### config.mk
export PLATFORM = sky130hd
export DESIGN_NAME = afc_formatter
export DESIGN_NICKNAME = d
export VERILOG_FILES = /design/src/rtl/afc_pkg.sv /design/src/rtl/afc_formatter.sv /design/src/rtl/afc_sync.sv
export SDC_FILE = /design/constraint.sdc
export NUM_CORES = 1
export LEC_CHECK = 0
export ABC_AREA = 0
export BUFFER_PORTS_ARGS = -buffer_cell sky130_fd_sc_hd__buf_2
export CAP_MARGIN = 20
export CORE_UTILIZATION = 56
export DETAILED_ROUTE_END_ITERATION = 8
export PLACE_DENSITY = 0.78
export SETUP_SLACK_MARGIN = 0.4
export SYNTH_ARGS = -nofsm -noshare
export SYNTH_HDL_FRONTEND = slang
export SYNTH_SLANG_ARGS = --single-unit
export TNS_END_PERCENT = 50
### constraint.sdc
create_clock -name pclk -period 2.9 [get_ports pclk]
set_clock_uncertainty 0.15 [all_clocks]
set_input_delay 0.58 -clock pclk [delete_from_list [all_inputs] [get_ports pclk]]
set_output_delay 0.58 -clock pclk [all_outputs]
set_load 0.01 [all_outputs]
### src/rtl/afc_pkg.sv
// Constants, types and helpers shared by the output formatter
// Behaviour
// - Stabilizer on: sample on rising edge, ignore external fall, make internal fall.
// - Stabilizer accepts 40% to 60% duty and keeps a 50% internal duty.
// - After a long clock stop, one hundred encode cycles relock before outputs are usable; the code relocks after a stop only with the stabilizer on.
// - Offset binary: zero is 800, positive full scale FFF, negative full scale 000.
// - Two's complement output is offset binary with the top bit inverted.
// - Out of range input raises overflow and clamps the word at the extreme code.
// - Four-level mode select: full rate, demux simultaneous, demux interleaved, LVDS.
// - Demux modes split consecutive samples across bus A and bus B at half rate.
// - Interleaved buses update on alternate cycles; simultaneous buses update together.
// - Four-level format select sets offset binary or two's complement and stabilizer.
// - Single-ended modes flag each bus separately; LVDS uses one overflow pair.
// - Bus A data changes just after its clock rises; capture on falling edge.
// - Interleaved bus B data changes after its clock rises; capture on falling edge.
// - Simultaneous bus B data changes after its clock falls; capture on rising edge.
// - LVDS data changes after the differential clock rises; capture on falling edge.
// - A delayed copy of the encode clock is forwarded as output clock.
// - Output enable high puts data, overflow and output clock in high impedance.
// - Nap keeps outputs high impedance; 100 encode cycles before data valid again.
package afc_pkg;
   localparam int          CODE_W        = 12;
   localparam logic [11:0] CODE_MAX      = 12'hFFF;
   localparam logic [11:0] CODE_MIN      = 12'h000;
   localparam logic [11:0] CODE_MID      = 12'h800;
   // Output mode codes, one per level of the mode select
   localparam logic [1:0]  MODE_FULL     = 2'h0;
   localparam logic [1:0]  MODE_SIMUL    = 2'h1;
   localparam logic [1:0]  MODE_INTER    = 2'h2;
   localparam logic [1:0]  MODE_LVDS     = 2'h3;
   // Register map (byte addresses)
   localparam int          ADDR_W        = 12;
   localparam logic [11:0] ADDR_CTRL     = 12'h000;
   localparam logic [11:0] ADDR_STATUS   = 12'h004;
   localparam logic [11:0] ADDR_PERIOD   = 12'h008;
   localparam logic [11:0] ADDR_COUNT    = 12'h00C;
   // Control fields
   localparam int          CTRL_MODE_LSB = 0;
   localparam int          CTRL_FMT_LSB  = 2;
   localparam int          CTRL_OEN_BIT  = 4;
   localparam int          CTRL_PD_BIT   = 5;
   localparam logic [5:0]  CTRL_RST      = 6'h00;
   // Timing
   localparam int          CLK_NS        = 5;
   localparam int          STOP_NS       = 2000;
   localparam int          STOP_CYC_I    = (STOP_NS + CLK_NS - 1) / CLK_NS;
   localparam int          CNT_W         = 16;
   localparam logic [15:0] STOP_CYC      = STOP_CYC_I[15:0];
   localparam logic [6:0]  RELOCK_EDGES  = 7'h64;

   typedef enum logic [2:0] {
      AFC_OFF   = 3'b001,
      AFC_LOCK  = 3'b010,
      AFC_READY = 3'b100
   } afc_lock_e;

   // Clamp an out-of-range sample, then apply the output format
   function automatic logic [11:0] afc_format(input logic [11:0] code, input logic over,
                                              input logic under, input logic twos);
      logic [11:0] w;
      w = over ? CODE_MAX : (under ? CODE_MIN : code);
      afc_format = twos ? (w ^ CODE_MID) : w;
   endfunction
endpackage

### src/rtl/afc_formatter.sv
// Sample output formatter with APB control
`timescale 1ns/1ps
`default_nettype none
module afc_formatter import afc_pkg::*; (
   input  wire logic              pclk,
   input  wire logic              presetn,
   input  wire logic              psel,
   input  wire logic              penable,
   input  wire logic              pwrite,
   input  wire logic [ADDR_W-1:0] paddr,
   input  wire logic [31:0]       pwdata,
   output logic      [31:0]       prdata,
   output logic                   pready,
   output logic                   pslverr,
   input  wire logic              encode_clock_pos,
   input  wire logic [CODE_W-1:0] core_code,
   input  wire logic              core_over,
   input  wire logic              core_under,
   output logic      [CODE_W-1:0] bus_a_bits,
   output logic      [CODE_W-1:0] bus_b_bits,
   output logic                   bus_a_range_flag,
   output logic                   bus_b_range_flag,
   output logic                   bus_a_forwarded_clock,
   output logic                   bus_b_forwarded_clock,
   output logic                   forwarded_sample_clock,
   output logic                   forwarded_sample_clock_n,
   output logic                   range_overflow_flag,
   output logic                   range_overflow_flag_n,
   output logic                   out_en,
   output logic                   data_ready
);
   logic [14:0]       pin_s;
   logic              enc_s, enc_prev_q, ovr_s, und_s;
   logic [11:0]       code_s;
   logic              rise_ev, fall_ev;
   logic [5:0]        ctrl_q;
   logic [1:0]        mode, fmt_sel;
   logic              twos, stab_on, oe_n_q, pd_q, nap, is_full, is_lvds, is_inter, is_simul;
   logic [CNT_W-1:0]  period_cnt_q, period_q, half_w, sample_cnt_q;
   logic              stopped, half_hit, int_clk_q, int_clk_d;
   afc_lock_e         state_q, state_d;
   logic [6:0]        lock_cnt_q;
   logic              phase_q, ld_a, ld_b, clka_d, clkb_d;
   logic [11:0]       word, stash_q, hold_a_q, hold_b_q, a_src;
   logic              stash_f_q, hold_fa_q, hold_fb_q, a_src_f, pend_a_q, pend_b_q;
   logic              access, commit, hit_ctrl, hit_stat, hit_per, hit_cnt, mapped;
   logic [31:0]       rd_d;

   // Pins cross into pclk through two flops
   afc_sync #(.W(15)) u_sync (
      .clk   (pclk),
      .rst_n (presetn),
      .d     ({encode_clock_pos, core_over, core_under, core_code}),
      .q     (pin_s)
   );
   assign enc_s  = pin_s[14];
   assign ovr_s  = pin_s[13];
   assign und_s  = pin_s[12];
   assign code_s = pin_s[11:0];

   // Encode edge detection
   always_ff @(posedge pclk or negedge presetn) begin
      if (!presetn) enc_prev_q <= 1'b0;
      else          enc_prev_q <= enc_s;
   end
   assign rise_ev = enc_s & ~enc_prev_q;
   assign fall_ev = ~enc_s & enc_prev_q;

   assign mode     = ctrl_q[CTRL_MODE_LSB +: 2];
   assign is_full  = (mode == MODE_FULL) | (mode == MODE_LVDS);
   assign is_lvds  = (mode == MODE_LVDS);
   assign is_inter = (mode == MODE_INTER);
   assign is_simul = (mode == MODE_SIMUL);
   assign fmt_sel  = ctrl_q[CTRL_FMT_LSB +: 2];
   assign twos     = fmt_sel[1];
   assign stab_on  = fmt_sel[1] ^ fmt_sel[0];
   assign oe_n_q   = ctrl_q[CTRL_OEN_BIT];
   assign pd_q     = ctrl_q[CTRL_PD_BIT];
   assign nap      = pd_q & ~oe_n_q;

   // period counter, saturates when the clock stops
   always_ff @(posedge pclk or negedge presetn) begin
      if (!presetn) begin
         period_cnt_q <= '0;
         period_q     <= '0;
      end else if (rise_ev) begin
         period_cnt_q <= '0;
         period_q     <= period_cnt_q + 16'h0001;
      end else if (!stopped) begin
         period_cnt_q <= period_cnt_q + 16'h0001;
      end
   end
   assign stopped  = (period_cnt_q == STOP_CYC);
   assign half_w   = {1'b0, period_q[CNT_W-1:1]};
   // internal fall at half the measured period
   assign half_hit = stab_on & int_clk_q & ~stopped & (half_w != '0)
                     & (period_cnt_q == half_w - 16'h0001);

   // without stabilizer the external fall is used as is
   assign int_clk_d = rise_ev ? 1'b1
                    : stab_on ? (half_hit ? 1'b0 : int_clk_q)
                    : (fall_ev ? 1'b0 : int_clk_q);

   // internal copy of the encode clock
   always_ff @(posedge pclk or negedge presetn) begin
      if (!presetn) int_clk_q <= 1'b0;
      else          int_clk_q <= int_clk_d;
   end

   // Lock and power state
   always_comb begin
      state_d = state_q;
      case (state_q)
         AFC_OFF: begin
            if (!pd_q) state_d = AFC_LOCK;
         end
         AFC_LOCK: begin
            if (rise_ev && lock_cnt_q == RELOCK_EDGES - 7'h01) state_d = AFC_READY;
         end
         AFC_READY: begin
            if (stab_on && stopped) state_d = AFC_LOCK;
         end
         default: state_d = AFC_OFF;
      endcase
      // nap or sleep drops back to off
      if (pd_q) state_d = AFC_OFF;
   end

   // Lock counter clears on a stop with stabilizer on, power-down or leaving lock
   always_ff @(posedge pclk or negedge presetn) begin
      if (!presetn) begin
         state_q    <= AFC_OFF;
         lock_cnt_q <= '0;
      end else begin
         state_q <= state_d;
         if (state_q != AFC_LOCK || (stab_on && stopped)) lock_cnt_q <= '0;
         else if (rise_ev) lock_cnt_q <= lock_cnt_q + 7'h01;
      end
   end

   assign word = afc_format(code_s, ovr_s, und_s, twos);

   assign ld_a    = rise_ev & (is_full | (is_inter & ~phase_q) | (is_simul & phase_q));
   assign ld_b    = rise_ev & ~is_full & phase_q;
   assign a_src   = is_simul ? stash_q : word;
   assign a_src_f = is_simul ? stash_f_q : (ovr_s | und_s);
   assign clka_d  = is_lvds ? 1'b0
                  : is_full ? int_clk_d
                  : rise_ev ? (is_inter ? ~phase_q : phase_q) : bus_a_forwarded_clock;
   assign clkb_d  = is_full ? 1'b0
                  : rise_ev ? (is_inter ? phase_q : ~phase_q) : bus_b_forwarded_clock;

   // Stage the next words, flags and phase
   always_ff @(posedge pclk or negedge presetn) begin
      if (!presetn) begin
         phase_q   <= 1'b0;
         stash_q   <= CODE_MIN;
         stash_f_q <= 1'b0;
         hold_a_q  <= CODE_MIN;
         hold_b_q  <= CODE_MIN;
         hold_fa_q <= 1'b0;
         hold_fb_q <= 1'b0;
         pend_a_q  <= 1'b0;
         pend_b_q  <= 1'b0;
      end else begin
         pend_a_q <= ld_a;
         pend_b_q <= ld_b;
         if (rise_ev) phase_q <= ~phase_q & ~is_full;
         if (rise_ev && !phase_q) begin
            stash_q   <= word;
            stash_f_q <= ovr_s | und_s;
         end
         if (ld_a) begin
            hold_a_q  <= a_src;
            hold_fa_q <= a_src_f;
         end
         if (ld_b) begin
            hold_b_q  <= word;
            hold_fb_q <= ovr_s | und_s;
         end
      end
   end

   // data follows its clock edge by one cycle
   // flag per bus, or one pair in LVDS
   always_ff @(posedge pclk or negedge presetn) begin
      if (!presetn) begin
         bus_a_bits            <= CODE_MIN;
         bus_b_bits            <= CODE_MIN;
         bus_a_range_flag      <= 1'b0;
         bus_b_range_flag      <= 1'b0;
         range_overflow_flag   <= 1'b0;
         range_overflow_flag_n <= 1'b0;
      end else begin
         if (pend_a_q) begin
            bus_a_bits            <= hold_a_q;
            bus_a_range_flag      <= hold_fa_q & ~is_lvds;
            range_overflow_flag   <= hold_fa_q & is_lvds;
            range_overflow_flag_n <= ~hold_fa_q & is_lvds;
         end
         if (pend_b_q) begin
            bus_b_bits       <= hold_b_q;
            bus_b_range_flag <= hold_fb_q;
         end
      end
   end

   always_ff @(posedge pclk or negedge presetn) begin
      if (!presetn) begin
         bus_a_forwarded_clock    <= 1'b0;
         bus_b_forwarded_clock    <= 1'b0;
         forwarded_sample_clock   <= 1'b0;
         forwarded_sample_clock_n <= 1'b0;
      end else begin
         bus_a_forwarded_clock    <= clka_d;
         bus_b_forwarded_clock    <= clkb_d;
         forwarded_sample_clock   <= is_lvds & int_clk_d;
         forwarded_sample_clock_n <= is_lvds & ~int_clk_d;
      end
   end

   // output enable and power-down release the pins
   always_ff @(posedge pclk or negedge presetn) begin
      if (!presetn) begin
         out_en     <= 1'b0;
         data_ready <= 1'b0;
      end else begin
         out_en     <= ~(oe_n_q | pd_q);
         data_ready <= (state_d == AFC_READY);
      end
   end

   // Sample counter for software
   always_ff @(posedge pclk or negedge presetn) begin
      if (!presetn)     sample_cnt_q <= '0;
      else if (rise_ev) sample_cnt_q <= sample_cnt_q + 16'h0001;
   end

   // APB decode
   assign access   = psel & penable & ~pready;
   assign commit   = psel & penable & pready;
   assign hit_ctrl = (paddr == ADDR_CTRL);
   assign hit_stat = (paddr == ADDR_STATUS);
   assign hit_per  = (paddr == ADDR_PERIOD);
   assign hit_cnt  = (paddr == ADDR_COUNT);
   assign mapped   = hit_ctrl | hit_stat | hit_per | hit_cnt;
   assign rd_d     = hit_ctrl ? {26'h0000000, ctrl_q}
                   : hit_stat ? {28'h0000000, data_ready, stab_on, nap, stopped}
                   : hit_per  ? {16'h0000, period_q}
                   : hit_cnt  ? {16'h0000, sample_cnt_q}
                   : 32'h00000000;

   // APB answer one cycle into the access phase
   always_ff @(posedge pclk or negedge presetn) begin
      if (!presetn) begin
         pready  <= 1'b0;
         pslverr <= 1'b0;
         prdata  <= 32'h00000000;
      end else begin
         pready  <= access;
         pslverr <= access & ~mapped;
         prdata  <= (access && !pwrite) ? rd_d : 32'h00000000;
      end
   end

   always_ff @(posedge pclk or negedge presetn) begin
      if (!presetn)                           ctrl_q <= CTRL_RST;
      else if (commit && pwrite && hit_ctrl) ctrl_q <= pwdata[5:0];
   end
endmodule
`default_nettype wire

### src/rtl/afc_sync.sv
// Two-stage synchroniser for pin inputs
`timescale 1ns/1ps
`default_nettype none
module afc_sync #(
   parameter int W = 1
) (
   input  wire logic         clk,
   input  wire logic         rst_n,
   input  wire logic [W-1:0] d,
   output logic      [W-1:0] q
);
   logic [W-1:0] meta_q;

   // First stage feeds only the second
   always_ff @(posedge clk or negedge rst_n) begin
      if (!rst_n) begin
         meta_q <= '0;
         q      <= '0;
      end else begin
         meta_q <= d;
         q      <= meta_q;
      end
   end
endmodule
`default_nettype wire

# After elaboration in Yosys (flattened, before gate mapping)
# Index checks and enable logic that the tools add are counted.
# Widths: inputs -> output; s select.
[classes] magnitude_cmp=0 multipliers=0 reduce_logical=15 n_div=0 eq_ne=15 bitwise=44 n_shift=0 mux=29 addsub=4
[ops] cell="$mux 16" count=7
[ops] cell="$mux 12" count=4
[ops] cell="$add 16x1->16 const B" count=2
[ops] cell="$eq 12x4->1 const B" count=2
[ops] cell="$and 1x1->1" count=22
[ops] cell="$eq 16x16->1" count=1
[ops] cell="$eq 16x9->1 const B" count=1
[ops] cell="$reduce_bool 16->1" count=1
[ops] cell="$sub 15x1->16 const B" count=1
[ops] cell="$mux 7" count=2
[ops] cell="$not 1->1" count=13
[ops] cell="$eq 12x3->1 const B" count=1
[ops] cell="$logic_not 12->1" count=1
[ops] cell="$mux 1" count=12
[ops] cell="$mux 3" count=3
[ops] cell="$pmux 3 s3" count=1
[ops] cell="$or 1x1->1" count=8
[ops] cell="$add 7x1->7 const B" count=1
[ops] cell="$eq 7x7->1 const B" count=1
[ops] cell="$eq 3x3->1 const B" count=2
[ops] cell="$logic_and 1x1->1" count=6
[ops] cell="$eq 2x2->1 const B" count=2
[ops] cell="$reduce_bool 2->1" count=2
[ops] cell="$eq 3x1->1 const B" count=1
[ops] cell="other kinds (9)" count=10
[word_totals] latchBits=0 mem_count=0 in_bits=64 mem_bits_ro=0 ram_bits=0 ff_bits=190 wordCells=141

# Longest topological paths before layout
# Gate-level depths: netlist of run 1.
[logic_depth] depth_word=10 ltp_mapped=9 depth_no_buf=8

# By module
# From an unflattened synthesis of run 1, not the netlist that was laid out.
[unflattened] hier_cells=748 area_unflattened_um2=8127.8
[modules_own_cells] mod="afc_formatter" seq_area_each_um2=4005.1 n_inst=1 area_each_um2=7377.1 cells_per_inst=718
[modules_own_cells] mod="afc_sync" seq_area_each_um2=750.7 n_inst=1 area_each_um2=750.7 cells_per_inst=30

# Worst setup path before layout of run 1
# Ideal clock, no wire load.
[synth_timing] path_kind="reg-to-reg" from="register period_q[4]" to="register bus_a_forwarded_clock" arrival_time_ns=2.079 stages_incl_launch_ff=8 setup_ns=0.153 setup_slack_ns=0.518 n_path_buf=1 cell_sequence="dfrtp_1 -> buf_6 -> or4_4 -> or3_4 -> nor4_2 -> a21oi_2 -> a211oi_2 -> a41oi_1"
[synth_via] elab_chain_cells=8 elab_cells_between_ends=10 cone_classes="add/sub (1); eq/ne (1); mux (5); bitwise (2); reduce/logical (1)"
[synth_rtl] item="from (decl)" line="afc_formatter.sv:39" rtl="logic [CNT_W-1:0] period_cnt_q, period_q, half_w, sample_cnt_q;"
[synth_rtl] item="from (signal assigned)" line="afc_formatter.sv:88" rtl="period_q <= period_cnt_q + 16'h0001;"
[synth_rtl] item="$sub 15x1->16 or $reduce_bool 16->1 (tied branches)" line="afc_formatter.sv:97, afc_formatter.sv:96"
[synth_rtl] item="$eq 16x16->1 or $and 1x1->1 (tied branches)" line="afc_formatter.sv:97, afc_formatter.sv:96"
[synth_rtl] item="$and 1x1->1 *" line="afc_formatter.sv:97" rtl="& (period_cnt_q == half_w - 16'h0001);"
[synth_rtl] item="$mux 1 * (2 in a row)" line="afc_formatter.sv:101" rtl=": stab_on ? (half_hit ? 1'b0 : int_clk_q)"
[synth_rtl] item="$mux 1 *" line="afc_formatter.sv:100" rtl="assign int_clk_d = rise_ev ? 1'b1"
[synth_rtl] item="$mux 1 *" line="afc_formatter.sv:148" rtl=": is_full ? int_clk_d"
[synth_rtl] item="$mux 1 *" line="afc_formatter.sv:147" rtl="assign clka_d = is_lvds ? 1'b0"
[synth_rtl] item="to (signal assigned)" line="afc_formatter.sv:215" rtl="bus_a_forwarded_clock <= clka_d;"
[synth_rtl] item="to (decl)" line="afc_formatter.sv:23" rtl="output logic bus_a_forwarded_clock,"
# Every way passes the cells marked *; elsewhere a longest branch is shown, timed or not.
# A chain may end at the register's enable or synchronous reset.

# Final worst setup path of run 1
[layout_timing] from="register period_q[6]" to="register forwarded_sample_clock"
[layout_via] elab_chain_cells=7 elab_cells_between_ends=9 cone_classes="add/sub (1); eq/ne (1); mux (3); bitwise (3); reduce/logical (1)"
[layout_rtl] item="$sub 15x1->16 or $reduce_bool 16->1 (tied branches)" line="afc_formatter.sv:97, afc_formatter.sv:96"
[layout_rtl] item="$eq 16x16->1 or $and 1x1->1 (tied branches)" line="afc_formatter.sv:97, afc_formatter.sv:96"
[layout_rtl] item="$and 1x1->1 *" line="afc_formatter.sv:97"
[layout_rtl] item="$mux 1 * (2 in a row)" line="afc_formatter.sv:101"
[layout_rtl] item="$mux 1 *" line="afc_formatter.sv:100"
[layout_rtl] item="$and 1x1->1 *" line="afc_formatter.sv:217" rtl="forwarded_sample_clock <= is_lvds & int_clk_d;"
[layout_rtl] item="to (signal assigned)" line="afc_formatter.sv:217"
[layout_rtl] item="to (decl)" line="afc_formatter.sv:25" rtl="output logic forwarded_sample_clock,"
# Marked as above.

==> metrics.log, run 1 <==
INFO  metric path_clk_slew = 70 ps
INFO  metric synth-main-ff-cell = sky130_fd_sc_hd__dfrtp_1
INFO  metric seq_area_frac_synth = 58.5%
INFO  metric fill_cells = 1006
INFO  metric synthesis.area = between 0.008 and 0.009 mm2
INFO  metric crit-reg2reg-launch = period_q[6]
INFO  metric layout.core_utilization = 67.4%
INFO  metric timing.setup.tns = 0 ps
INFO  metric numPortBuffers = slightly below 90
INFO  metric critical_path.endpoint_type = flop
INFO  metric grt-ovfl-total = 0
INFO  metric detailed_place_hpwl = about 12000 um
INFO  metric antenna_cells = 0
INFO  metric netSwitchingFraction = 28.8%
INFO  metric finalNonFillerCells = 1035
INFO  metric violated_checks = negative hold slack
INFO  metric report.final.setup_viol = 0
INFO  metric postSynth.asyncResetShare = 100%
INFO  metric synthesis_to_finish_area_growth = 16.5%
INFO  metric comb_power_share = 16.9%
INFO  metric wire_length_of_the_first_global_routing_pass = 27700 um
INFO  metric leakagePower = 4.49 nW
INFO  metric fin_crit = 2480 ps
INFO  metric ant_nets = 0
INFO  metric final_min_period_over_clock_period = 85.4%
INFO  metric placed_cells = 998
INFO  metric synth-warning-count = 0
INFO  metric rsz_0062_raised_after_global_routing = yes
INFO  metric critPathArrivalTime = approximately 2700 ps
INFO  metric fp.dieArea = 0.0150 mm2
INFO  metric achievable-frequency = 404 MHz
INFO  metric residual_drc_count = 0
INFO  metric root_buffer = sky130_fd_sc_hd__clkbuf_16
INFO  metric timing.setup.critical_path_class = flop to flop
INFO  metric layout.cells.most_common = sky130_fd_sc_hd__dfrtp_1
INFO  metric layout-drive-gt1-share = 22.9%
INFO  metric chipHeight = ~120 um
INFO  metric number_of_antenna_violations_at_the_first_check_in_global_routing = 0
INFO  metric syn_area_per_cell = 10.9 um2
INFO  metric cts_tree = done
INFO  metric net-switching-power = between 1.5 and 2 mW
INFO  metric crit_path_max_fanout = 4
INFO  metric clkLatencyLatePin = 440 ps
INFO  metric io-pin-count = 132
INFO  metric initialDrtViolationCount = 512
INFO  metric mostFrequentLayoutCells = sky130_fd_sc_hd__dfrtp_1, sky130_fd_sc_hd__nor2_1, sky130_fd_sc_hd__buf_2
INFO  metric weighted_congestion_reported_at_the_end_of_routability_driven_placement = 0.842
INFO  metric synth.lib_cells_used.distinct = 58
INFO  metric slew_at_the_pin_with_the_worst_max_slew_slack = 698 ps
INFO  metric fp.coreArea = ~0.014 mm2
INFO  metric cell_by_cell_trace_of_the_critical_path = or4_4 -> o41ai_2 -> a21oi_1 -> o32ai_2 -> a211oi_2 -> buf_4 -> a311oi_2
INFO  metric total_power = about 6.4 mW
INFO  metric register_area = 0.00476 mm2
INFO  metric cap_viol_max_count = 0
INFO  metric cts.path.max_buffers = 2
INFO  metric timing_max_transition_violations_final = 0
INFO  metric max-slew-margin-rel = 53.3%
INFO  metric worstPathRequired = 3090 ps
INFO  metric grt_pass1_vias = 5571
INFO  metric power.ir.vdd_worst = 0.477 mV
INFO  metric cellPowerDensity = 672 mW/mm2
INFO  metric clock_power_share = 35.6%
INFO  metric floorplan.initialDensity = 57.9%
INFO  metric crit-reg2reg-capture = forwarded_sample_clock
INFO  metric grt.total_usage = 24.2%
INFO  metric cts.sinks = 190
INFO  metric holdWs = -18.0 ps
INFO  metric totalWireLength = 16900 um
INFO  metric timing_hold_violations_final = 10
INFO  metric num_cts_buffers = 17
INFO  metric ff2ff_setup_slack = 420 ps
INFO  metric grt_max_degree = 71
INFO  metric num_vias = 5766
INFO  metric routed_via_density = 5.57
INFO  metric post_synth_inst_count = between 700 and 800
INFO  metric worst_hold_path_type = input pin to async pin
INFO  metric number_of_flops_mapped_to_enable_cells_by_yosys = 0
INFO  metric p_seq_share = 47.5%
INFO  metric ff2ff_path_depth = 7
INFO  metric floorplan.rows = 43
INFO  metric cp-start-kind = flop
INFO  metric crit_slowest_cell = sky130_fd_sc_hd__or4_4
INFO  metric layout.nets = between 900 and 1k
INFO  metric status = finished with violations
INFO  metric wl_per_cell = 16.4 um
INFO  metric internal_power = ~4.5 mW
INFO  metric area_of_the_multi_input_gates = 0.00317 mm2
INFO  metric critical-path-max-stage-delay = 570 ps
INFO  metric drt-pass1-iter-count = 5
INFO  metric postSynthRegisterBits = 190
INFO  metric h-tree-depth = 4
INFO  metric fp.dieW = 122 um
==> per-stage QoR <==
step | hold slack (ps) | cell area [um2] | setup slack, ps
5_1_grt | 35.5 | 9470 | 362
6_report | -18.0 | 9470 | 423
4_1_cts | 11.3 | 9410 | 404
3_5_place_dp | 186 | 8760 | 93.2
2_1_floorplan | 134 | 8180 | 518
3_3_place_gp | 184 | 8760 | 347
==> cells in the mapped netlist, drive strengths merged (10+ instances only) <==
cell    instances  share of area (%)
xor2           26                2.8
dfrtp         189                 58
nand4          14                1.1
buf            25                2.0
nand3          14               0.86
clkbuf         27                1.2
nand2          67                3.1
xnor2          33                3.6
mux2i          14                1.7
a21oi          57                3.6
mux2           29                4.0
ha             10                1.5
nor3           10               0.62
o21ai          39                2.4
inv            20               0.92
nor2           96                4.4
==> power by group through the flow <==
stage / clock [mW] / combinational [mW] / sequential, mW
6_report: 2.27 / 1.08 / 3.02
5_1_grt: 2.41 / 1.19 / 3.05
4_1_cts: 2.30 / 1.04 / 3.01
3_5_place_dp: 0 / 0.993 / 3.07
3_3_place_gp: 0 / 0.934 / 3.05
2_1_floorplan: 0 / 0.673 / 3.03
==> sequential cells by signal, summed over array words and instances, names as in the netlist, 12 cells and up <==
| signal | cells |
|---|---|
| bus_a_bits | 12 |
| bus_b_bits | 12 |
| hold_a_q | 12 |
| hold_b_q | 12 |
| period_cnt_q | 16 |
| period_q | 16 |
| prdata | 16 |
| sample_cnt_q | 16 |
| stash_q | 12 |
| u_sync.meta_q | 15 |
| u_sync.q | 15 |
==> worst max-delay path: cells and delay by family (launching register included) <==
| kind | cells | cell delay (ps) |
|---|---|---|
| compound gates | 5 | 1110 |
| buf+inv | 1 | 170 |
| flops | 1 | 390 |
| simple gates | 1 | 570 |
==> metal layers <==
layer,vias to the layer above,GRT usage [%],wire [um]
met5,-,0,0
met4,0,9.45,324
met3,26,4.04,899
met2,204,36.7,7830
met1,2820,34.8,7880
li1,2716,-,-
==> cell families after synthesis <==
family | count (synthesis) | share of synthesized area [%]
simple gates | 248 | 14.5
flops | 190 | 58.5
compound gates | 124 | 8.85
buf+inv | 72 | 4.16
xor+xnor | 59 | 6.36
mux | 44 | 6.02
fa+ha+maj | 10 | 1.54
other cells | 1 | 0.0461
==> timing repair <==
item                       CTS  global route
gates resized for setup      8             6
hold buffers                 0             0
setup endpoints to repair    4             9
pin swaps                    1             3
setup buffers                2             3
==> worst max path at each step <==
stage | start | to | slack, ps | depth (start not counted)
floorplan | period_q[4] | bus_a_forwarded_clock | 520 | 7
global placement | period_q[8] | bus_a_forwarded_clock | 350 | 5
detailed placement | period_q[1] | forwarded_sample_clock | 90 | 8
CTS | period_cnt_q[1] | state_q[1] | 400 | 8
global route | period_q[2] | bus_a_forwarded_clock | 360 | 9
finish | period_q[6] | forwarded_sample_clock | 420 | 7
==> layout make-up <==
class,instances,share of cell area (%)
Clock buffer,20,4.93
Clock inverter,12,1.31
Inverter,20,0.793
Multi-Input combinational cell,501,33.5
Sequential cell,190,50.2
Tap cell,180,2.38
Timing Repair Buffer,112,6.86
(Power assumes the default switching activity.)
==> run 2: changes to the inputs <==
--- a/config.mk
+++ b/config.mk
@@ -5,12 +5,13 @@
 export SDC_FILE = /design/constraint.sdc
 export NUM_CORES = 1
 export LEC_CHECK = 0
-export ABC_AREA = 0
+export ABC_AREA = 1
 export BUFFER_PORTS_ARGS = -buffer_cell sky130_fd_sc_hd__buf_2
 export CAP_MARGIN = 20
-export CORE_UTILIZATION = 56
+export CORE_MARGIN = 1
+export CORE_UTILIZATION = 57
 export DETAILED_ROUTE_END_ITERATION = 8
-export PLACE_DENSITY = 0.78
+export PLACE_DENSITY = 0.79
 export SETUP_SLACK_MARGIN = 0.4
 export SYNTH_ARGS = -nofsm -noshare
 export SYNTH_HDL_FRONTEND = slang
==> run 2 against run 1 <==
Die area grew 2.4%. Fmax increased by 10%. Worst setup slack improved by 230 ps. Largest power group unchanged. Critical endpoint is now period_q[14]. Final cell count rose by 18%. The flow still finishes with violations (negative hold slack). Clock power is 4% higher. Sequential power about the same. Largest cell class unchanged. Via count increased by 12%.
==> metrics.log, run 2 <==
INFO  metric floorplan.rows = 44 (was 43)
INFO  metric number_of_antenna_violations_at_the_first_check_in_global_routing = 0 (unchanged)
INFO  metric fp.dieW = 124 um (was 122 um)
INFO  metric globalRouteMet3Util = 5.36% (was 4.04%)
INFO  metric synthDominantAreaCellType = sky130_fd_sc_hd__dfrtp_1 (unchanged)
INFO  metric max-slew-margin-rel = 52.8% (was 53.3%)
INFO  metric use_met2 = 44.2% (was 36.7%)
INFO  metric synth-main-ff-cell = sky130_fd_sc_hd__dfrtp_1 (unchanged)
INFO  metric number_of_flops_mapped_to_enable_cells_by_yosys = 0 (unchanged)
INFO  metric register_area = 0.00476 mm2 (about the same)
INFO  metric root_buffer = sky130_fd_sc_hd__clkbuf_16 (unchanged)
INFO  metric residual_drc_count = 0 (unchanged)
INFO  metric netSwitchingFraction = 28.9% (was 28.8%)
INFO  metric final_min_period_over_clock_period = 77.6% (was 85.4%)
INFO  metric critPathArrivalTime = 2440 ps (was 2670 ps)
INFO  metric timing.setup.tns = 0 ps (unchanged)
INFO  metric top_usage_layer = met2 (unchanged)
INFO  metric crit_path_max_fanout = 4 (unchanged)
INFO  metric achievable-frequency = 444 MHz (was 404 MHz)
INFO  metric initialDrtViolationCount = 525 (was 512)
INFO  metric cts_hold_repair.buffers = 0 (unchanged)
INFO  metric slew_at_the_pin_with_the_worst_max_slew_slack = 707 ps (was 698 ps)
INFO  metric fp.dieArea = 0.0154 mm2 (was 0.0150 mm2)
INFO  metric syn_area_per_cell = 9.06 um2 (was 10.9 um2)
INFO  metric holdWs = -4.10 ps (was -18.0 ps)
INFO  metric h-tree-depth = 4 (unchanged)
INFO  metric timing_hold_violations_final = 2 (was 10)
INFO  metric timing_max_transition_violations_final = 0 (unchanged)
INFO  metric seq_area_frac_synth = 56.1% (was 58.5%)
INFO  metric cap_viol_max_count = 0 (unchanged)
INFO  metric layout.cells.most_common = sky130_fd_sc_hd__dfrtp_1 (unchanged)
INFO  metric num_vias = 6465 (was 5766)
INFO  metric netlist.area_leader.share = 55.8% (was 58.2%)
INFO  metric total_power = 6.46 mW (was 6.36 mW)
INFO  metric drt-pass1-iter-count = 5 (unchanged)
INFO  metric postSynthRegisterBits = 190 (unchanged)
INFO  metric grt.total_usage = 25.5% (was 24.2%)
INFO  metric synth.lib_cells_used.distinct = 45 (was 58)
INFO  metric routed_via_density = 5.28 (was 5.57)
INFO  metric wl_per_cell = 15.0 um (was 16.4 um)
INFO  metric totalWireLength = 18300 um (was 16900 um)
INFO  metric cell_by_cell_trace_of_the_critical_path = ha_1 -> nand4_1 -> nor2_1 -> nand3_1 -> nor3_1 -> nand2_1 -> xor2_1 -> nand2_1 -> o21ai_0 (was or4_4 -> o41ai_2 -> a21oi_1 -> o32ai_2 -> a211oi_2 -> buf_4 -> a311oi_2)
INFO  metric mostFrequentLayoutCells = sky130_fd_sc_hd__dfrtp_1, sky130_fd_sc_hd__nand2_1, sky130_fd_sc_hd__inv_1 (was sky130_fd_sc_hd__dfrtp_1, sky130_fd_sc_hd__nor2_1, sky130_fd_sc_hd__buf_2)
INFO  metric fin_crit = 2250 ps (was 2480 ps)
INFO  metric status = finished with violations (unchanged)
INFO  metric numPortBuffers = 89 (unchanged)
INFO  metric critical-path-max-stage-delay = 410 ps (was 570 ps)
INFO  metric synthesis_to_finish_area_growth = 14.6% (was 16.5%)
INFO  metric net-switching-power = 1.87 mW (was 1.83 mW)
INFO  metric layout.nets = 1102 (was 916)
INFO  metric comb_power_share = 17.2% (was 16.9%)
INFO  metric leakagePower = 4.89 nW (was 4.49 nW)
INFO  metric ant_nets = 0 (unchanged)
INFO  metric cts_tree = done (unchanged)
INFO  metric clkLatencyLatePin = 430 ps (was 440 ps)
INFO  metric violated_checks = negative hold slack (unchanged)
INFO  metric power.ir.vdd_worst = 0.474 mV (was 0.477 mV)
INFO  metric report.final.setup_viol = 0 (unchanged)
INFO  metric io-pin-count = 132 (unchanged)
INFO  metric chipHeight = 124 um (was 122 um)
INFO  metric grt_use_met1 = 32.1% (was 34.8%)
INFO  metric post_synth_most_frequent_cells = sky130_fd_sc_hd__dfrtp_1, sky130_fd_sc_hd__nand2_1, sky130_fd_sc_hd__inv_1, sky130_fd_sc_hd__nor2_1, sky130_fd_sc_hd__o21ai_0 (was sky130_fd_sc_hd__dfrtp_1, sky130_fd_sc_hd__nor2_1, sky130_fd_sc_hd__nand2_1, sky130_fd_sc_hd__a21oi_1, sky130_fd_sc_hd__xnor2_1)
INFO  metric antenna_cells = 0 (unchanged)
INFO  metric rsz_0062_raised_after_global_routing = no (was yes)
INFO  metric ff2ff_setup_slack = 650 ps (was 420 ps)
INFO  metric num_cts_buffers = 17 (unchanged)
INFO  metric area_of_the_multi_input_gates = 0.00308 mm2 (was 0.00317 mm2)
INFO  metric fp.coreArea = 0.0145 mm2 (was 0.0140 mm2)
INFO  metric worst_hold_path_type = input pin to async pin (unchanged)
INFO  metric internal_power = 4.59 mW (was 4.53 mW)
INFO  metric crit_slowest_cell = sky130_fd_sc_hd__dfrtp_1 (was sky130_fd_sc_hd__or4_4)
INFO  metric wire_length_of_the_first_global_routing_pass = 29800 um (was 27700 um)
INFO  metric layout-drive-gt1-share = 16.1% (was 22.9%)
INFO  metric weighted_congestion_reported_at_the_end_of_routability_driven_placement = 0.910 (was 0.842)
INFO  metric grt-ovfl-total = 0 (unchanged)
INFO  metric netlist_top_cells_area = sky130_fd_sc_hd__dfrtp_1, sky130_fd_sc_hd__nand2_1, sky130_fd_sc_hd__inv_1, sky130_fd_sc_hd__nor2_1, sky130_fd_sc_hd__o21ai_0 (was sky130_fd_sc_hd__dfrtp_1, sky130_fd_sc_hd__nor2_1, sky130_fd_sc_hd__mux2_2, sky130_fd_sc_hd__xnor2_1, sky130_fd_sc_hd__a21oi_1)
INFO  metric critical_path.endpoint_type = flop (unchanged)
INFO  metric cts.path.max_buffers = 2 (unchanged)
INFO  metric post-synth-top-count-cell = sky130_fd_sc_hd__dfrtp_1 (unchanged)
INFO  metric synth-warning-count = 0 (unchanged)
INFO  metric grt_pass1_vias = 6261 (was 5571)
INFO  metric ff2ff_path_depth = 9 (was 7)
INFO  metric cts.sinks = 190 (unchanged)
INFO  metric worstPathRequired = 3090 ps (about the same)
INFO  metric p_seq_share = 46.3% (was 47.5%)
INFO  metric post_synth_inst_count = 935 (was 748)
INFO  metric path_clk_slew = 70 ps (about the same)
INFO  metric detailed_place_hpwl = 13100 um (was 11800 um)
INFO  metric grt_max_degree = 67 (was 71)
INFO  metric synthesis.area = 0.00847 mm2 (was 0.00813 mm2)
INFO  metric floorplan.initialDensity = 58.3% (was 57.9%)
INFO  metric fill_cells = 1154 (was 1006)
INFO  metric cellPowerDensity = 665 mW/mm2 (was 672 mW/mm2)
INFO  metric cp-start-kind = flop (unchanged)
INFO  metric postSynth.asyncResetShare = 100% (unchanged)
INFO  metric clock_power_share = 36.5% (was 35.6%)
INFO  metric timing.critical_path.mode_cell = sky130_fd_sc_hd__nand2_1
INFO  metric timing.setup.critical_path_class = flop to flop (unchanged)
## run 2: per-stage QoR
| stage | util [%] | setup WS (ps) | instance area [um2] | instances |
|---|---|---|---|---|
| after floorplan | - | 894 | 8530 | 950 |
| after global placement | 62.6 | 472 | 9090 | 1191 |
| after detailed placement | 62.6 | 388 | 9090 | 1191 |
| after CTS | 66.7 | 511 | 9690 | 1223 |
| after global routing | 66.8 | 388 | 9710 | 1225 |
| final | 66.8 | 649 | 9710 | 1225 |
## run 2: layer usage
layer,vias up,share of wire (%)
met5,-,0
met4,0,1.9
met3,29,4.8
met2,187,50
met1,3108,43
li1,3141,-
## run 2: timing repair
action / CTS / global route
buffers inserted: 0 / 2
gates resized for setup: 0 / 3
setup endpoints to repair: 0 / 4
## run 2: power by group through the flow
stage | combinational, mW | clock [mW] | sequential [mW]
floorplan | 0.778 | 0 | 3.01
global placement | 1.04 | 0 | 3.03
detailed placement | 1.07 | 0 | 3.04
CTS | 1.08 | 2.39 | 2.99
global route | 1.27 | 2.50 | 3.01
finish | 1.11 | 2.36 | 2.99
## run 2: critical path, delay by kind of cell, from the launching register on
kind                     cells  cell delay (ps)
AO/OA/AOI/OAI                1               90
flip-flops                   1              410
AND/OR/NAND/NOR              6             1060
XOR/XNOR                     1              210
adder cells (fa/ha/maj)      1              230
## run 2: layout make-up
cell class,instances,area share (%)
tap,184,2.37
sequential,190,49.0
timing repair buffer,99,5.84
multi-input combinational,593,31.7
clock buffer,19,4.66
inverter,127,4.91
clock inverter,13,1.53
## run 2: worst paths after layout
path / startpoint / endpoint
min in group pclk: encode_clock_pos / u_sync.meta_q[14]
max in group asynchronous: presetn / state_q[0]
min: presetn / bus_b_bits[2]
max: period_cnt_q[0] / period_q[14]
max reg2reg: period_cnt_q[0] / period_q[14]
min reg2reg: u_sync.meta_q[8] / u_sync.q[8]
## run 2: cells by family after synthesis
kind of cell,synth area share (%)
flops,56.1
xor+xnor,4.30
fa+ha+maj,1.48
simple gates,19.3
buf+inv,8.23
mux,1.46
other cells,0.0443
compound gates,9.08
==> run 3: changes to the inputs <==
==> constraint.sdc (replaced) <==
create_clock -name pclk -period 2.2 [get_ports pclk]
set_clock_uncertainty 0.15 [all_clocks]
set_input_delay 0.44 -clock pclk [delete_from_list [all_inputs] [get_ports pclk]]
set_output_delay 0.44 -clock pclk [all_outputs]
set_load 0.01 [all_outputs]
==> run 3 against run 2 <==
The run now ends clean. Critical path depth unchanged. Combinational power grew 61%. Sequential power up 33%. Final cell count is 6.0% higher. Via count is 13% higher. First-iteration DRC count grew 49%. Count of clock-buffer cells in the layout down 1. Sequential share of layout area down 5.1 points. Utilization grew 7.9 points. Design area grew 12%. Non-clock buffer count increased by 72. Flip-flop and latch count is the same. Largest cell class unchanged. Largest power group unchanged.
==> metrics.log, run 3 (synthesis results as in run 2) <==
INFO  metric residual_drc_count = 0 (unchanged)
INFO  metric timing_hold_violations_final = 0 (was 2)
INFO  metric power.ir.vdd_worst = 0.604 mV (was 0.474 mV)
INFO  metric critical-path-max-stage-delay = 390 ps (was 410 ps)
INFO  metric critical_path.endpoint_type = flop (unchanged)
INFO  metric placed_cells = 1203 (was 1191)
INFO  metric achievable-frequency = 465 MHz (was 444 MHz)
INFO  metric total_power = 8.99 mW (was 6.46 mW)
INFO  metric fill_cells = 947 (was 1154)
INFO  metric numPortBuffers = 89 (unchanged)
INFO  metric cp-start-kind = flop (unchanged)
INFO  metric critPathArrivalTime = 2330 ps (was 2440 ps)
INFO  metric fin_crit = 2150 ps (was 2250 ps)
INFO  metric met3RoutedLength = 1430 um (was 879 um)
INFO  metric synthesis_to_finish_area_growth = 28.2% (was 14.6%)
INFO  metric routed_via_density = 5.61 (was 5.28)
INFO  metric weighted_congestion_reported_at_the_end_of_routability_driven_placement = 0.896 (was 0.910)
INFO  metric initialDrtViolationCount = 781 (was 525)
INFO  metric cell_by_cell_trace_of_the_critical_path = inv_2 -> or2_4 -> inv_2 -> buf_4 -> or2_2 -> o21ai_0 -> a21oi_1 -> nand2_1 -> inv_1 (was ha_1 -> nand4_1 -> nor2_1 -> nand3_1 -> nor3_1 -> nand2_1 -> xor2_1 -> nand2_1 -> o21ai_0)
INFO  metric finalNonFillerCells = 1299 (was 1225)
INFO  metric status = finished clean (was finished with violations)
INFO  metric crit_slowest_cell = sky130_fd_sc_hd__dfrtp_1 (unchanged)
INFO  metric worstPathRequired = 2380 ps (was 3090 ps)
INFO  metric ff2ff_setup_slack = 50 ps (was 650 ps)
INFO  metric root_buffer = sky130_fd_sc_hd__clkbuf_16 (unchanged)
INFO  metric detailed_place_hpwl = 13300 um (was 13100 um)
INFO  metric crit_path_max_fanout = 29 (was 4)
INFO  metric path_clk_slew = 70 ps (about the same)
INFO  metric report.final.setup_viol = 0 (unchanged)
INFO  metric cap_viol_max_count = 0 (unchanged)
INFO  metric io-pin-count = 132 (unchanged)
INFO  metric rsz_0062_raised_after_global_routing = yes (was no)
INFO  metric fp.coreArea = 0.0145 mm2 (unchanged)
INFO  metric top_layer = met4 (unchanged)
INFO  metric cts.path.max_buffers = 2 (unchanged)
INFO  metric layout-drive-gt1-share = 27.8% (was 16.1%)
INFO  metric floorplan.rows = 44 (unchanged)
INFO  metric worst_hold_path_type = input pin to flop (was input pin to async pin)
INFO  metric mostFrequentLayoutCells = sky130_fd_sc_hd__dfrtp_1, sky130_fd_sc_hd__nand2_1, sky130_fd_sc_hd__inv_1 (unchanged)
INFO  metric layout.cells.most_common = sky130_fd_sc_hd__dfrtp_1 (unchanged)
INFO  metric ant_nets = 0 (unchanged)
INFO  metric grt-ovfl-total = 0 (unchanged)
INFO  metric cellPowerDensity = 827 mW/mm2 (was 665 mW/mm2)
INFO  metric area_of_the_multi_input_gates = 0.00349 mm2 (was 0.00308 mm2)
INFO  metric grt_pass1_vias = 6795 (was 6261)
INFO  metric totalWireLength = 23000 um (was 18300 um)
INFO  metric layout.nets = 1176 (was 1102)
INFO  metric cts_tree = done (unchanged)
INFO  metric chipHeight = 124 um (unchanged)
INFO  metric grt.total_usage = 28.7% (was 25.5%)
INFO  metric max-slew-margin-rel = 60.9% (was 52.8%)
INFO  metric num_vias = 7281 (was 6465)
INFO  metric met1_length = 8710 um (was 7840 um)
INFO  metric antenna_cells = 0 (unchanged)
INFO  metric grt_max_degree = 60 (was 67)
INFO  metric route.met2.wl = 12000 um (was 9250 um)
INFO  metric wl_per_cell = 17.7 um (was 15.0 um)
INFO  metric drt-pass1-iter-count = 5 (unchanged)
INFO  metric number_of_antenna_violations_at_the_first_check_in_global_routing = 1 (was 0)
INFO  metric register_area = 0.00476 mm2 (about the same)
INFO  metric fp.dieArea = 0.0154 mm2 (unchanged)
INFO  metric slew_at_the_pin_with_the_worst_max_slew_slack = 587 ps (was 707 ps)
INFO  metric h-tree-depth = 4 (unchanged)
INFO  metric final_min_period_over_clock_period = 97.7% (was 77.6%)
INFO  metric timing.setup.critical_path_class = flop to flop (unchanged)
INFO  metric timing.critical_path.mode_cell = sky130_fd_sc_hd__inv_2 (was sky130_fd_sc_hd__nand2_1)
INFO  metric floorplan.initialDensity = 58.3% (unchanged)
INFO  metric timing_max_transition_violations_final = 0 (unchanged)
INFO  metric num_cts_buffers = 17 (unchanged)
INFO  metric clkLatencyLatePin = 450 ps (was 430 ps)
INFO  metric leakagePower = 5.41 nW (was 4.89 nW)
INFO  metric wire_length_of_the_first_global_routing_pass = 33100 um (was 29800 um)
INFO  metric timing.setup.tns = 0 ps (unchanged)
INFO  metric cts.sinks = 190 (unchanged)
INFO  metric fp.dieW = 124 um (unchanged)
==> run 3: area by class of cell <==
type	count	area share, %
repair inverters	2	0.138
multi-input cells	593	32.1
well taps	184	2.12
inverters	127	4.50
clock inverters	14	1.59
clock buffers	18	4.04
flip-flops and latches	190	43.8
repair buffers	171	11.7
==> run 3: power breakdown <==
group	internal (mW)	total [mW]	leakage, nW	switching (mW)
combinational	0.734	1.79	2.69	1.06
sequential	3.74	3.97	2.42	0.226
clock	1.75	3.22	0.305	1.47
==> run 3: worst max-delay path, delay by kind of cell (launching register included) <==
| kind | cells | cell delay (ps) |
|---|---|---|
| AND/OR/NAND/NOR | 3 | 600 |
| flip-flops | 1 | 390 |
| buffers and inverters | 4 | 410 |
| AO/OA/AOI/OAI | 2 | 470 |
==> run 3: worst paths after layout <==
path                                   from                     to  cells after the start
setup / recovery               u_sync.q[14]  bus_a_forwarded_clock                      9
hold / removal                    pwdata[4]              ctrl_q[4]                      3
setup reg to reg               u_sync.q[14]  bus_a_forwarded_clock                      9
hold reg to reg            u_sync.meta_q[0]            u_sync.q[0]                      0
max in group asynchronous           presetn             state_q[0]                      3
min in group asynchronous           presetn          bus_b_bits[2]                      2
==> run 3: metrics by stage <==
| step | cell area (um2) | hold WS, ps | setup WS [ps] | utilization, % |
|---|---|---|---|---|
| 2_1_floorplan | 8550 | -5.59 | 344 | - |
| 3_3_place_gp | 9200 | 183 | 119 | 63.3 |
| 3_5_place_dp | 9200 | 187 | 90.2 | 63.3 |
| 4_1_cts | 10300 | 120 | 121 | 70.8 |
| 5_1_grt | 10900 | 134 | -125 | 74.7 |
| 6_report | 10900 | 118 | 50.7 | 74.7 |
==> run 3: routing by layer <==
layer	track usage, %	vias up
met3	6.46	86
met1	34.7	3583
met5	0	-
li1	-	3288
met4	12.4	0
met2	49.4	324
==> run 3: what timing repair did <==
item | 4_1_cts | 5_1_grt
setup buffers | 22 | 22
hold buffers | 16 | 0
hold endpoints to repair | 68 | 0
cloned | 1 | 3
pin swaps | 16 | 41
endpoints found under the setup margin | 72 | 83
resized for setup | 40 | 106
